## config.mk

```make
export PLATFORM = sky130hd
export DESIGN_NAME = mcu_alu_skip_table
export DESIGN_NICKNAME = d
export VERILOG_FILES = /design/src/mcu_alu_skip_table.v
export VERILOG_INCLUDE_DIRS = /design/src /design/src/src
export SDC_FILE = /design/constraint.sdc
export NUM_CORES = 1
export LEC_CHECK = 0
export BUFFER_PORTS_ARGS = -buffer_cell sky130_fd_sc_hd__buf_2
export CORE_UTILIZATION = 45
export CTS_BUF_LIST = sky130_fd_sc_hd__clkbuf_8
export CTS_CLUSTER_SIZE = 25
export DETAILED_ROUTE_END_ITERATION = 8
export MAX_ROUTING_LAYER = met4
export PLACE_DENSITY = 0.78
export SLEW_MARGIN = 20
export SYNTH_ARGS = -nofsm -noshare
export SYNTH_HDL_FRONTEND = slang
export SYNTH_SLANG_ARGS = --single-unit
```

## constraint.sdc

```tcl
create_clock -name clk -period 3.1 [get_ports clk]
set_clock_uncertainty 0.2 [all_clocks]
set_input_delay 0.62 -clock clk [delete_from_list [all_inputs] [get_ports clk]]
set_output_delay 0.62 -clock clk [all_outputs]
set_load 0.01 [all_outputs]
```

## src/alu_skip_table_defines.vh

```
`ifndef ALU_SKIP_TABLE_DEFINES_VH
`define ALU_SKIP_TABLE_DEFINES_VH
// operation codes
`define OP_NOP 5'h00
`define OP_SKIP_ZERO_COPY 5'h01
`define OP_SKIP_BIT_ZERO 5'h02
`define OP_TABLE_READ_PAGED 5'h03
`define OP_TABLE_READ_LAST_PAGE 5'h04
`define OP_TABLE_READ_INC 5'h05
`define OP_TABLE_READ_INC_LAST_PAGE 5'h06
`define OP_XOR 5'h07
`define OP_XOR_IMMEDIATE 5'h08
`define OP_XOR_TO_MEMORY 5'h09
`define OP_WIDE_ADD_CARRY 5'h0a
`define OP_WIDE_ADD_CARRY_MEMORY 5'h0b
`define OP_WIDE_ADD 5'h0c
`define OP_WIDE_ADD_MEMORY 5'h0d
`define OP_WIDE_AND 5'h0e
`define OP_WIDE_AND_MEMORY 5'h0f
`define OP_WIDE_OR 5'h10
`define OP_WIDE_OR_MEMORY 5'h11
`define OP_WIDE_CLEAR 5'h12
`define OP_WIDE_CLEAR_BIT 5'h13
`define OP_WIDE_COMPLEMENT 5'h14
`define OP_WIDE_COMPLEMENT_TO_WORK 5'h15
`define OP_WIDE_DECIMAL_ADJUST 5'h16
`define OP_WIDE_DECREMENT 5'h17
`define OP_WIDE_DECREMENT_TO_WORK 5'h18
`define OP_WIDE_INCREMENT 5'h19
`define OP_WIDE_INCREMENT_TO_WORK 5'h1a
`define OP_WIDE_MOVE_TO_WORK 5'h1b
`define OP_WIDE_MOVE_TO_MEMORY 5'h1c
`define OP_WIDE_ROTATE_LEFT 5'h1d
// decimal adjust constants
`define BCD_DIGIT_MAX 4'h9
`define BCD_NIBBLE_ADJUST 4'h6
// reset values
`define WORK_RESET 8'h00
`define TABLE_PTR_RESET 8'h00
`define TABLE_LATCH_RESET 8'h00
`endif

```

## src/mcu_alu_skip_table.v

```verilog
`include "alu_skip_table_defines.vh"
`default_nettype none
module mcu_alu_skip_table #(
  parameter DATA_ADDR_WIDTH = 12,
  parameter PROG_ADDR_WIDTH = 16,
  parameter PROG_WORD_WIDTH = 16
) (
  // clock and reset
  input wire clk,
  input wire reset,
  // instruction issue
  input wire opValid,
  input wire [4:0] opCode,
  input wire [2:0] bitSelect,
  input wire [7:0] immediate,
  input wire [DATA_ADDR_WIDTH-1:0] dataAddr,
  output wire opReady,
  // data memory
  output wire [DATA_ADDR_WIDTH-1:0] memAddr,
  input wire [7:0] memReadData,
  output reg memWrite,
  output reg [DATA_ADDR_WIDTH-1:0] memWriteAddr,
  output reg [7:0] memWriteData,
  // program memory
  output reg progRead,
  output reg [PROG_ADDR_WIDTH-1:0] progAddr,
  input wire [PROG_WORD_WIDTH-1:0] progData,
  // table pointer loads
  input wire tablePointerLowLoad,
  input wire tablePointerHighLoad,
  input wire [7:0] tablePointerLoadData,
  // architectural state
  output reg [7:0] workingRegister,
  output reg [7:0] tablePointerLow,
  output reg [7:0] tablePointerHigh,
  output reg [7:0] tableLatchHigh,
  output reg zeroFlag,
  output reg carryFlag,
  output reg nibbleCarryFlag,
  output reg signedExcessFlag,
  output reg signedCarryFlag,
  // sequencing
  output reg skipTaken,
  output reg dummyCycle
);
  localparam ST_RUN = 3'b001;
  localparam ST_TABLE = 3'b010;
  localparam ST_DUMMY = 3'b100;

  reg [2:0] state;
  reg [2:0] next_state;
  reg [DATA_ADDR_WIDTH-1:0] pendAddr;

  function isTableOp;
    input [4:0] code;
    begin
      isTableOp = (code == `OP_TABLE_READ_PAGED) ||
        (code == `OP_TABLE_READ_LAST_PAGE) ||
        (code == `OP_TABLE_READ_INC) ||
        (code == `OP_TABLE_READ_INC_LAST_PAGE);
    end
  endfunction

  function isLastPage;
    input [4:0] code;
    begin
      isLastPage = (code == `OP_TABLE_READ_LAST_PAGE) ||
        (code == `OP_TABLE_READ_INC_LAST_PAGE);
    end
  endfunction

  // full data address straight through for every section
  assign memAddr = dataAddr;
  assign opReady = (state == ST_RUN);

  wire issue = opValid && opReady;
  wire [7:0] operand = memReadData;
  wire [7:0] xorSource = (opCode == `OP_XOR_IMMEDIATE) ? immediate : operand;
  wire carryIn = (opCode == `OP_WIDE_ADD_CARRY ||
    opCode == `OP_WIDE_ADD_CARRY_MEMORY) ? carryFlag : 1'b0;
  wire [4:0] lowSum = {1'b0, workingRegister[3:0]} +
    {1'b0, operand[3:0]} + {4'h0, carryIn};
  wire [7:0] sevenSum = {1'b0, workingRegister[6:0]} +
    {1'b0, operand[6:0]} + {7'h00, carryIn};
  wire [8:0] fullSum = {1'b0, workingRegister} + {1'b0, operand} +
    {8'h00, carryIn};
  wire lowAdjust = (workingRegister[3:0] > `BCD_DIGIT_MAX) ||
    nibbleCarryFlag;
  wire highAdjust = (workingRegister[7:4] > `BCD_DIGIT_MAX) || carryFlag;
  wire [8:0] bcdSum = {1'b0, workingRegister} +
    {1'b0, highAdjust ? `BCD_NIBBLE_ADJUST : 4'h0,
    lowAdjust ? `BCD_NIBBLE_ADJUST : 4'h0};
  wire [7:0] bitMask = 8'h01 << bitSelect;

  reg [7:0] result;
  reg toWork;
  reg toMem;
  reg setZero;
  reg setAddFlags;
  reg setCarryOnly;
  reg takeSkip;

  always @* begin
    result = 8'h00;
    toWork = 1'b0;
    toMem = 1'b0;
    setZero = 1'b0;
    setAddFlags = 1'b0;
    setCarryOnly = 1'b0;
    takeSkip = 1'b0;
    case (opCode)
      `OP_SKIP_ZERO_COPY: begin
        result = operand;
        toWork = 1'b1;
        takeSkip = (operand == 8'h00);
      end
      `OP_SKIP_BIT_ZERO: begin
        takeSkip = ~operand[bitSelect];
      end
      `OP_XOR, `OP_XOR_IMMEDIATE: begin
        result = workingRegister ^ xorSource;
        toWork = 1'b1;
        setZero = 1'b1;
      end
      `OP_XOR_TO_MEMORY: begin
        result = workingRegister ^ operand;
        toMem = 1'b1;
        setZero = 1'b1;
      end
      `OP_WIDE_ADD_CARRY, `OP_WIDE_ADD: begin
        result = fullSum[7:0];
        toWork = 1'b1;
        setAddFlags = 1'b1;
      end
      `OP_WIDE_ADD_CARRY_MEMORY, `OP_WIDE_ADD_MEMORY: begin
        result = fullSum[7:0];
        toMem = 1'b1;
        setAddFlags = 1'b1;
      end
      `OP_WIDE_AND, `OP_WIDE_AND_MEMORY: begin
        result = workingRegister & operand;
        toWork = (opCode == `OP_WIDE_AND);
        toMem = (opCode == `OP_WIDE_AND_MEMORY);
        setZero = 1'b1;
      end
      `OP_WIDE_OR, `OP_WIDE_OR_MEMORY: begin
        result = workingRegister | operand;
        toWork = (opCode == `OP_WIDE_OR);
        toMem = (opCode == `OP_WIDE_OR_MEMORY);
        setZero = 1'b1;
      end
      `OP_WIDE_CLEAR: begin
        result = 8'h00;
        toMem = 1'b1;
      end
      `OP_WIDE_CLEAR_BIT: begin
        result = operand & ~bitMask;
        toMem = 1'b1;
      end
      `OP_WIDE_COMPLEMENT, `OP_WIDE_COMPLEMENT_TO_WORK: begin
        result = ~operand;
        toWork = (opCode == `OP_WIDE_COMPLEMENT_TO_WORK);
        toMem = (opCode == `OP_WIDE_COMPLEMENT);
        setZero = 1'b1;
      end
      `OP_WIDE_DECIMAL_ADJUST: begin
        result = bcdSum[7:0];
        toMem = 1'b1;
        setCarryOnly = 1'b1;
      end
      `OP_WIDE_DECREMENT, `OP_WIDE_DECREMENT_TO_WORK: begin
        result = operand - 8'h01;
        toWork = (opCode == `OP_WIDE_DECREMENT_TO_WORK);
        toMem = (opCode == `OP_WIDE_DECREMENT);
        setZero = 1'b1;
      end
      `OP_WIDE_INCREMENT, `OP_WIDE_INCREMENT_TO_WORK: begin
        result = operand + 8'h01;
        toWork = (opCode == `OP_WIDE_INCREMENT_TO_WORK);
        toMem = (opCode == `OP_WIDE_INCREMENT);
        setZero = 1'b1;
      end
      `OP_WIDE_MOVE_TO_WORK: begin
        result = operand;
        toWork = 1'b1;
      end
      `OP_WIDE_MOVE_TO_MEMORY: begin
        result = workingRegister;
        toMem = 1'b1;
      end
      `OP_WIDE_ROTATE_LEFT: begin
        result = {operand[6:0], operand[7]};
        toMem = 1'b1;
      end
      default: begin
        result = 8'h00;
      end
    endcase
  end

  always @* begin
    next_state = state;
    case (state)
      ST_RUN: begin
        if (issue && isTableOp(opCode))
          next_state = ST_TABLE;
        else if (issue && takeSkip)
          next_state = ST_DUMMY;
      end
      ST_TABLE: next_state = ST_RUN;
      ST_DUMMY: next_state = ST_RUN;
      default: next_state = ST_RUN;
    endcase
  end

  wire incFirst = (opCode == `OP_TABLE_READ_INC) ||
    (opCode == `OP_TABLE_READ_INC_LAST_PAGE);
  wire [7:0] pointerUsed = incFirst ? tablePointerLow + 8'h01 :
    tablePointerLow;
  wire [7:0] pageUsed = isLastPage(opCode) ?
    {8{1'b1}} : tablePointerHigh;
  // upper address bits beyond 16 are all ones
  wire [PROG_ADDR_WIDTH+15:0] tableWide = {{PROG_ADDR_WIDTH{1'b1}},
    pageUsed, pointerUsed};

  always @(posedge clk or posedge reset) begin
    if (reset) begin
      state <= ST_RUN;
      pendAddr <= {DATA_ADDR_WIDTH{1'b0}};
      workingRegister <= `WORK_RESET;
      tablePointerLow <= `TABLE_PTR_RESET;
      tablePointerHigh <= `TABLE_PTR_RESET;
      tableLatchHigh <= `TABLE_LATCH_RESET;
      zeroFlag <= 1'b0;
      carryFlag <= 1'b0;
      nibbleCarryFlag <= 1'b0;
      signedExcessFlag <= 1'b0;
      signedCarryFlag <= 1'b0;
      memWrite <= 1'b0;
      memWriteAddr <= {DATA_ADDR_WIDTH{1'b0}};
      memWriteData <= 8'h00;
      progRead <= 1'b0;
      progAddr <= {PROG_ADDR_WIDTH{1'b0}};
      skipTaken <= 1'b0;
      dummyCycle <= 1'b0;
    end else begin
      state <= next_state;
      memWrite <= 1'b0;
      progRead <= 1'b0;
      skipTaken <= 1'b0;
      dummyCycle <= (next_state == ST_DUMMY);
      if (tablePointerLowLoad && opReady)
        tablePointerLow <= tablePointerLoadData;
      if (tablePointerHighLoad && opReady)
        tablePointerHigh <= tablePointerLoadData;
      if (issue && isTableOp(opCode)) begin
        if (incFirst)
          tablePointerLow <= pointerUsed;
        progRead <= 1'b1;
        progAddr <= tableWide[PROG_ADDR_WIDTH-1:0];
        pendAddr <= dataAddr;
      end else if (issue) begin
        skipTaken <= takeSkip;
        if (toWork)
          workingRegister <= result;
        if (toMem) begin
          memWrite <= 1'b1;
          memWriteAddr <= dataAddr;
          memWriteData <= result;
        end
        if (setZero || setAddFlags)
          zeroFlag <= (result == 8'h00);
        if (setAddFlags) begin
          nibbleCarryFlag <= lowSum[4];
          carryFlag <= fullSum[8];
          signedExcessFlag <= sevenSum[7] ^ fullSum[8];
          signedCarryFlag <= fullSum[7] ^ sevenSum[7] ^ fullSum[8];
        end
        if (setCarryOnly)
          carryFlag <= carryFlag | bcdSum[8];
      end
      if (state == ST_TABLE) begin
        memWrite <= 1'b1;
        memWriteAddr <= pendAddr;
        memWriteData <= progData[7:0];
        tableLatchHigh <= progData[15:8];
      end
    end
  end
endmodule
`default_nettype wire
```

==> impl_metrics.py, run 1 <==
metrics = {
    "run_status": {
        "status": "finished, violations left",
        "violations": "setup timing",
    },
    "flow_run": {
        "maxCapViolations": 0,
    },
    "logic_synthesis": {
        "syn_nets": 810,
        "synthesis.area_mm2": 0.006190,
        "syn_avg_cell_area_um2": 8.585,
        "synth_cells": 721,
        "ys_seq_elements": 92,
        "synth.yosys.seq_area_share_pct": 37.21,
        "synth_cell_type_count": 83,
        "async_flop_share_pct": 100.0,
        "synth-warning-count": 0,
        "synth_edf_count": 0,
        "synth_ff_type": "dfrtp_1",
    },
    "global_route": {
        "track_usage_pct": 27.68,
        "gr-usage-met2_pct": 40.92,
        "grt_util_met1_pct": 36.65,
        "overflow": 0,
        "grt_max_degree": 59,
        "use_met3_pct": 6.178,
        "grt_pass1_wl_um": 29940,
        "grt-busiest-layer": "met2",
        "grt_pass1_vias": 5671,
        "antenna_found_initial": 0,
    },
    "pwr": {
        "p_comb_share_pct": 45.8,
        "power.share.clock_pct": 18.9,
        "power_uw": 4678,
        "power_density_mw_per_mm2": 594.1,
        "p_sw_share_pct": 39.25,
        "peakVddDrop_v": 0.0003321,
        "leakage_uw": 0.003828,
        "p_switching_uw": 1836,
        "seqPwrFrac_pct": 35.3,
        "p_int_uw": 2842,
    },
    "cells_and_area": {
        "drive_gt1_share_pct": 33.66,
        "seqCellArea_mm2": 0.002303,
        "num-fill-cells": 1189,
        "stdcell_area_mm2": 0.007875,
        "syn_to_final_growth_pct": 27.23,
        "diodes": 0,
        "multi_input_area_mm2": 0.003557,
        "final_nets": 1005,
    },
    "place": {
        "port_buffers": 154,
        "gp_congestion": 0.9851,
        "pre_cts_ws_ns": -0.4411,
        "dp_hpwl_um": 14550,
        "place_area_mm2": 0.007535,
    },
    "sta": {
        "fin_crit_ns": 3.177,
        "setup_viol": 3,
        "period_share_pct": 102.5,
        "rsz0062_at_grt": "true",
        "finalMaxSlewViolations": 0,
        "fmax_mhz": 314.7,
        "worst_slack_ns": -0.07717,
        "tightest_slew_ns": 0.6882,
        "finalHoldViolations": 0,
        "relSlewSlack_pct": 54.12,
        "finalSetupTns_ns": -0.1768,
    },
    "die": {
        "io_pins": 155,
        "rows": 42,
        "core_mm2": 0.01335,
        "chipWidth_um": 119.3,
        "dieHeight_um": 119.3,
        "die_area_mm2": 0.01423,
        "initial_core_util_pct": 46.37,
    },
    "route": {
        "routed_wl_um": 19100,
        "detail-route-antenna-nets": 0,
        "num_vias": 6243,
        "drcViolationCount": 0,
        "drtPass1Iterations": 8,
        "vias_per_cell": 5.691,
        "drt_iter0_markers": 707,
        "wire_per_inst_um": 17.41,
    },
    "cts": {
        "cts.sinks": 92,
        "clk_pin_slew_ns": 0.11,
        "cts_tree": "done",
        "cts_buffer_depth": 2,
        "htreeDepth": 3,
        "cts-root-buf": "clkbuf_8",
        "clock_latency_ns": 0.39,
        "cts_buffers": 9,
    },
    "critical_path": {
        "rr_startpoint": "carryFlag$_DFFE_PP0P_",
        "crit_arrival_ns": 3.28,
        "cp-end-kind": "flip-flop",
        "start_kind": "input pin",
        "crit_fanout": 2,
        "r2r_slack_ns": -0.02,
        "ff2ff_path_depth": 12,
        "crit_type": "in -> reg",
        "crit_required_ns": 3.20,
        "worstReg2RegEnd": "zeroFlag$_DFFE_PP0P_",
        "crit_path_start": "opCode[2]",
    },
    "worst_hold_path": {
        "hp-class": "in -> async",
    },
}
-- critical path, cell delays in order --
cell	delay (ns)
buf_6	0.09
and2b_1	0.19
nand4b_1	0.20
fa_2	0.43
fa_2	0.38
nor2b_4	0.14
buf_6	0.11
o221ai_4	0.10
a21oi_2	0.19
nor3b_2	0.07
nor4_2	0.29
buf_4	0.17
nand4_1	0.10
o41ai_2	0.20
-- power groups by stage --
stage / logic (µW) / clock network [µW] / registers, µW
2_1_floorplan: 1050 / 0 / 1800
3_3_place_gp: 1970 / 0 / 1660
3_5_place_dp: 2010 / 0 / 1670
4_1_cts: 2030 / 900 / 1650
5_1_grt: 2330 / 959 / 1690
6_report: 2140 / 886 / 1650
-- synthesized netlist by cell type, drive strengths merged (3+ instances only) --
library cell  number  area [µm²]
a211oi             3       22.52
a21o               9       67.56
a21oi             32       167.7
a221o              5       50.05
a221oi             3       32.53
a22o               4       35.03
a22oi             10       80.07
a31oi              8       50.05
a32oi              4       35.03
and2               7       43.80
and3               8       50.05
buf               31       214.0
clkbuf            27       101.4
dfrtp             91        2277
fa                 3       60.06
ha                21       262.8
inv               27       101.4
mux2              10       112.6
mux2i             10       100.1
nand2            119       446.7
nand2b             7       43.79
nand3             19       100.1
nand3b             5       37.54
nand4              4       25.02
nand4b             3       32.53
nor2              72       286.5
nor2b              5       31.28
nor3              16       85.08
nor3b              9       67.56
nor4               6       50.04
o2111ai            6       52.55
o211ai             6       45.04
o21ai             49       260.3
o221ai             3       26.28
o22ai             14       87.58
or3                3       18.77
or3b               3       26.28
xnor2             19       173.9
xor2               8       77.58
-- cell usage in the layout (no fill, tap or decap), drive strengths merged, types with 9 or more instances in the layout --
cell type and instances:
nor2 72, o22ai 14, a22oi 10, xnor2 19, ha 21, clkbuf 10
nand2 119, nor3 16, dfrtp 91, nand3 19, buf 242, nor3b 9
a21oi 32, o21ai 49, mux2i 10, a21o 9, inv 28, mux2 10
-- per-stage QoR --
| step | utilization, % | hold WS (ns) | instances |
|---|---|---|---|
| final | 59.00 | 0.04038 | 1097 |
| after global routing | 59.00 | 0.06739 | 1097 |
| after CTS | 58.19 | 0.04344 | 1093 |
| after detailed placement | 56.45 | 0.2617 | 1076 |
| after global placement | 56.45 | 0.2532 | 1076 |
| after floorplan | - | 0.2460 | 721 |
-- flip-flops by register name, summed over array words and instances (netlist names), 3 cells and up --
register,cells
memWriteData,8
memWriteAddr,12
tablePointerLow,8
tableLatchHigh,8
pendAddr,12
tablePointerHigh,8
progAddr,16
state,3
workingRegister,8
-- cell type report --
type | instances | share of cell area (%)
multi-input combinational | 544 | 45.17
inverter | 27 | 1.335
sequential | 92 | 29.25
clock inverter | 6 | 1.033
clock buffer | 10 | 1.748
timing repair buffer | 242 | 18.67
tap | 176 | 2.796
-- logic make-up (layout without fill, tap and decap cells) --
logic type,count (synthesis),in the layout,share of synthesized area [%]
XOR/XNOR,27,27,4.063
flip-flops,92,92,37.21
AND/OR/NAND/NOR,300,300,23.97
adder cells (fa/ha/maj),24,24,5.215
buffers and inverters,85,285,6.731
AO/OA/AOI/OAI,171,171,18.64
multiplexers,22,22,4.164
-- worst max-delay path by stage --
stage	slack, ns	depth (start not counted)	end
after floorplan	-0.38	12	zeroFlag$_DFFE_PP0P_
after global placement	-0.37	11	zeroFlag$_DFFE_PP0P_
after detailed placement	-0.44	14	zeroFlag$_DFFE_PP0P_
after CTS	-0.02	11	zeroFlag$_DFFE_PP0P_
after global routing	-0.20	14	zeroFlag$_DFFE_PP0P_
final	-0.08	14	zeroFlag$_DFFE_PP0P_
-- routing by layer --
metal	vias up	wire length (µm)
met2	334	8484
met5	-	0
li1	2929	-
met4	0	663
met3	60	1581
met1	2920	8368
-- repair_timing --
item                                    4_1_cts  5_1_grt
resized for setup                             1       16
setup buffers                                 1        4
hold buffers                                  0        0
pin swaps                                     1        5
gates cloned                                  0        0
endpoints found under the setup margin        1       10
No activity file was read; power rests on OpenSTA's default activity.
==> run 2: changes to the inputs <==
CELL_PAD_IN_SITES_DETAIL_PLACEMENT = 2   (was default)
CELL_PAD_IN_SITES_GLOBAL_PLACEMENT = 2   (was default)
CORE_UTILIZATION = 29   (was 45)
PLACE_DENSITY = 0.84   (was 0.78)
==> run 2 against run 1 <==
  * The run still ends with setup timing left
  * Fmax shrank 3.3%
  * Non-clock buffer count grew 4
  * Critical path depth shrank 1
  * Critical path type unchanged
==> impl_metrics.py, run 2 (synthesis results as in run 1) <==
metrics = {
    "run_status": {
        "status": "finished, violations left",
        "violations": "setup timing",
    },
    "sta": {
        "fmax_mhz": 304.3,
        "tightest_slew_ns": 0.8039,
        "relSlewSlack_pct": 45.63,
        "setup_viol": 4,
        "period_share_pct": 106.0,
        "finalMaxSlewViolations": 0,
        "whs_ns": 0.09770,
        "worst_slack_ns": -0.1866,
        "fin_crit_ns": 3.287,
        "rsz0062_at_grt": "true",
        "finalHoldViolations": 0,
    },
    "cts": {
        "cts_buffers": 9,
        "clk_pin_slew_ns": 0.10,
        "htreeDepth": 3,
        "cts_hold_buf": 0,
        "clock_latency_ns": 0.40,
        "cts_tree": "done",
        "cts-root-buf": "clkbuf_8",
        "cts_buffer_depth": 2,
        "cts.sinks": 92,
    },
    "global_route": {
        "track_usage_pct": 24.64,
        "grt_pass1_wl_um": 39940,
        "grt_max_degree": 46,
        "antenna_found_initial": 1,
        "overflow": 0,
        "grt_pass1_vias": 6935,
    },
    "critical_path": {
        "r2r_slack_ns": -0.07,
        "start_kind": "input pin",
        "worstReg2RegEnd": "zeroFlag$_DFFE_PP0P_",
        "ff2ff_path_depth": 11,
        "crit_arrival_ns": 3.37,
        "crit_path_start": "opCode[2]",
        "cp-end-kind": "flip-flop",
        "crit_type": "in -> reg",
        "rr_startpoint": "carryFlag$_DFFE_PP0P_",
        "crit_required_ns": 3.18,
        "crit_fanout": 2,
    },
    "flow_run": {
        "maxCapViolations": 0,
    },
    "die": {
        "initial_core_util_pct": 29.54,
        "die_area_mm2": 0.02193,
        "chipWidth_um": 148.1,
        "core_mm2": 0.02096,
        "dieHeight_um": 148.1,
        "io_pins": 155,
        "rows": 53,
    },
    "route": {
        "drtPass1Iterations": 5,
        "drt_iter0_markers": 284,
        "detail-route-antenna-nets": 0,
        "routed_wl_um": 26310,
        "num_vias": 6456,
        "wire_per_inst_um": 21.90,
        "vias_per_cell": 5.376,
        "drcViolationCount": 0,
    },
    "worst_hold_path": {
        "hp-class": "in -> async",
    },
    "cells_and_area": {
        "fin_util_pct": 38.66,
        "layout_common_cells": "153 x buf_2, 119 x nand2_1, 91 x dfrtp_1",
        "largest_reg_flops": 16,
        "drive_gt1_share_pct": 35.46,
        "final_nets": 1009,
        "top_regs": "progAddr (16), memWriteAddr (12), pendAddr (12)",
        "syn_to_final_growth_pct": 30.87,
        "seqCellArea_mm2": 0.002303,
        "num-fill-cells": 2415,
        "final_common_cell": "buf_2",
        "regMostFlops": "progAddr",
        "multi_input_area_mm2": 0.003657,
    },
    "pwr": {
        "leakage_uw": 0.003850,
        "peakVddDrop_v": 0.0003075,
        "power_density_mw_per_mm2": 616.0,
    },
    "place": {
        "port_buffers": 154,
        "gp_congestion": 0.9482,
        "dp_hpwl_um": 19960,
    },
}
[run 2: cell count changes in the layout (fill, tap and decap cells not counted), moves of 2 or more]
cell / change
ha_1: -2
o21ai_2: +2
a21oi_2: +3
buf_4: +6
a21oi_1: -3
ha_4: +2
[run 2: what timing repair did]
| item | CTS | global route |
|---|---|---|
| hold endpoints to repair | 0 | 0 |
| endpoints found under the setup margin | 8 | 13 |
| gates resized for setup | 11 | 23 |
| setup buffers | 0 | 3 |
| pin swaps | 0 | 10 |
[run 2: cell type report]
class / count / share of cell area [%]
Inverter: 27 / 1.297
Sequential cell: 92 / 28.44
Antenna cell: 1 / 0.03089
Tap cell: 275 / 4.248
Multi-Input combinational cell: 544 / 45.15
Clock inverter: 7 / 0.9886
Timing Repair Buffer: 246 / 18.32
Clock buffer: 9 / 1.529
[run 2: critical path: stages]
cell and delay [ns]:
buf_6 0.09, and2b_1 0.20, nand4b_1 0.23, fa_2 0.44, fa_2 0.39, nor2b_4 0.16
buf_6 0.12, o22ai_4 0.07, mux2i_1 0.29, o2111ai_2 0.19, a211oi_2 0.23, nand4_1 0.13
o41ai_2 0.20
[run 2: worst max-delay path by stage]
stage / to / slack [ns] / cells past startpoint
5_1_grt: zeroFlag$_DFFE_PP0P_ / -0.25 / 13
3_3_place_gp: zeroFlag$_DFFE_PP0P_ / -0.43 / 11
2_1_floorplan: zeroFlag$_DFFE_PP0P_ / -0.38 / 12
3_5_place_dp: zeroFlag$_DFFE_PP0P_ / -0.56 / 11
6_report: zeroFlag$_DFFE_PP0P_ / -0.19 / 13
4_1_cts: zeroFlag$_DFFE_PP0P_ / -0.09 / 11
[run 2: power breakdown]
group	leakage (µW)	internal [µW]	total, µW	switching, µW
clock network	0.000102	385	904	519
registers	0.00110	1470	1670	195
logic	0.00265	1050	2420	1360
total	0.00385	2910	4990	2080
[run 2: layer usage]
metal | share of wire, % | wire (µm) | global-route usage, %
met4 | 3.7 | 971 | 10.67
met2 | 49 | 12920 | 40.40
met3 | 5.0 | 1327 | 3.650
met5 | 0 | 0 | -
met1 | 42 | 11090 | 30.12
[run 2: stage by stage]
stage | cell area (µm²) | worst slack (ns) | total power, µW | TNS [ns] | cells
floorplan | 6238 | -0.3836 | 2845 | -0.7489 | 721
global placement | 7699 | -0.4337 | 3747 | -3.326 | 1182
detailed placement | 7699 | -0.5551 | 3889 | -5.589 | 1182
CTS | 7964 | -0.08528 | 4878 | -0.08528 | 1198
global route | 8100 | -0.2511 | 5310 | -0.7991 | 1201
finish | 8100 | -0.1866 | 4989 | -0.3724 | 1201
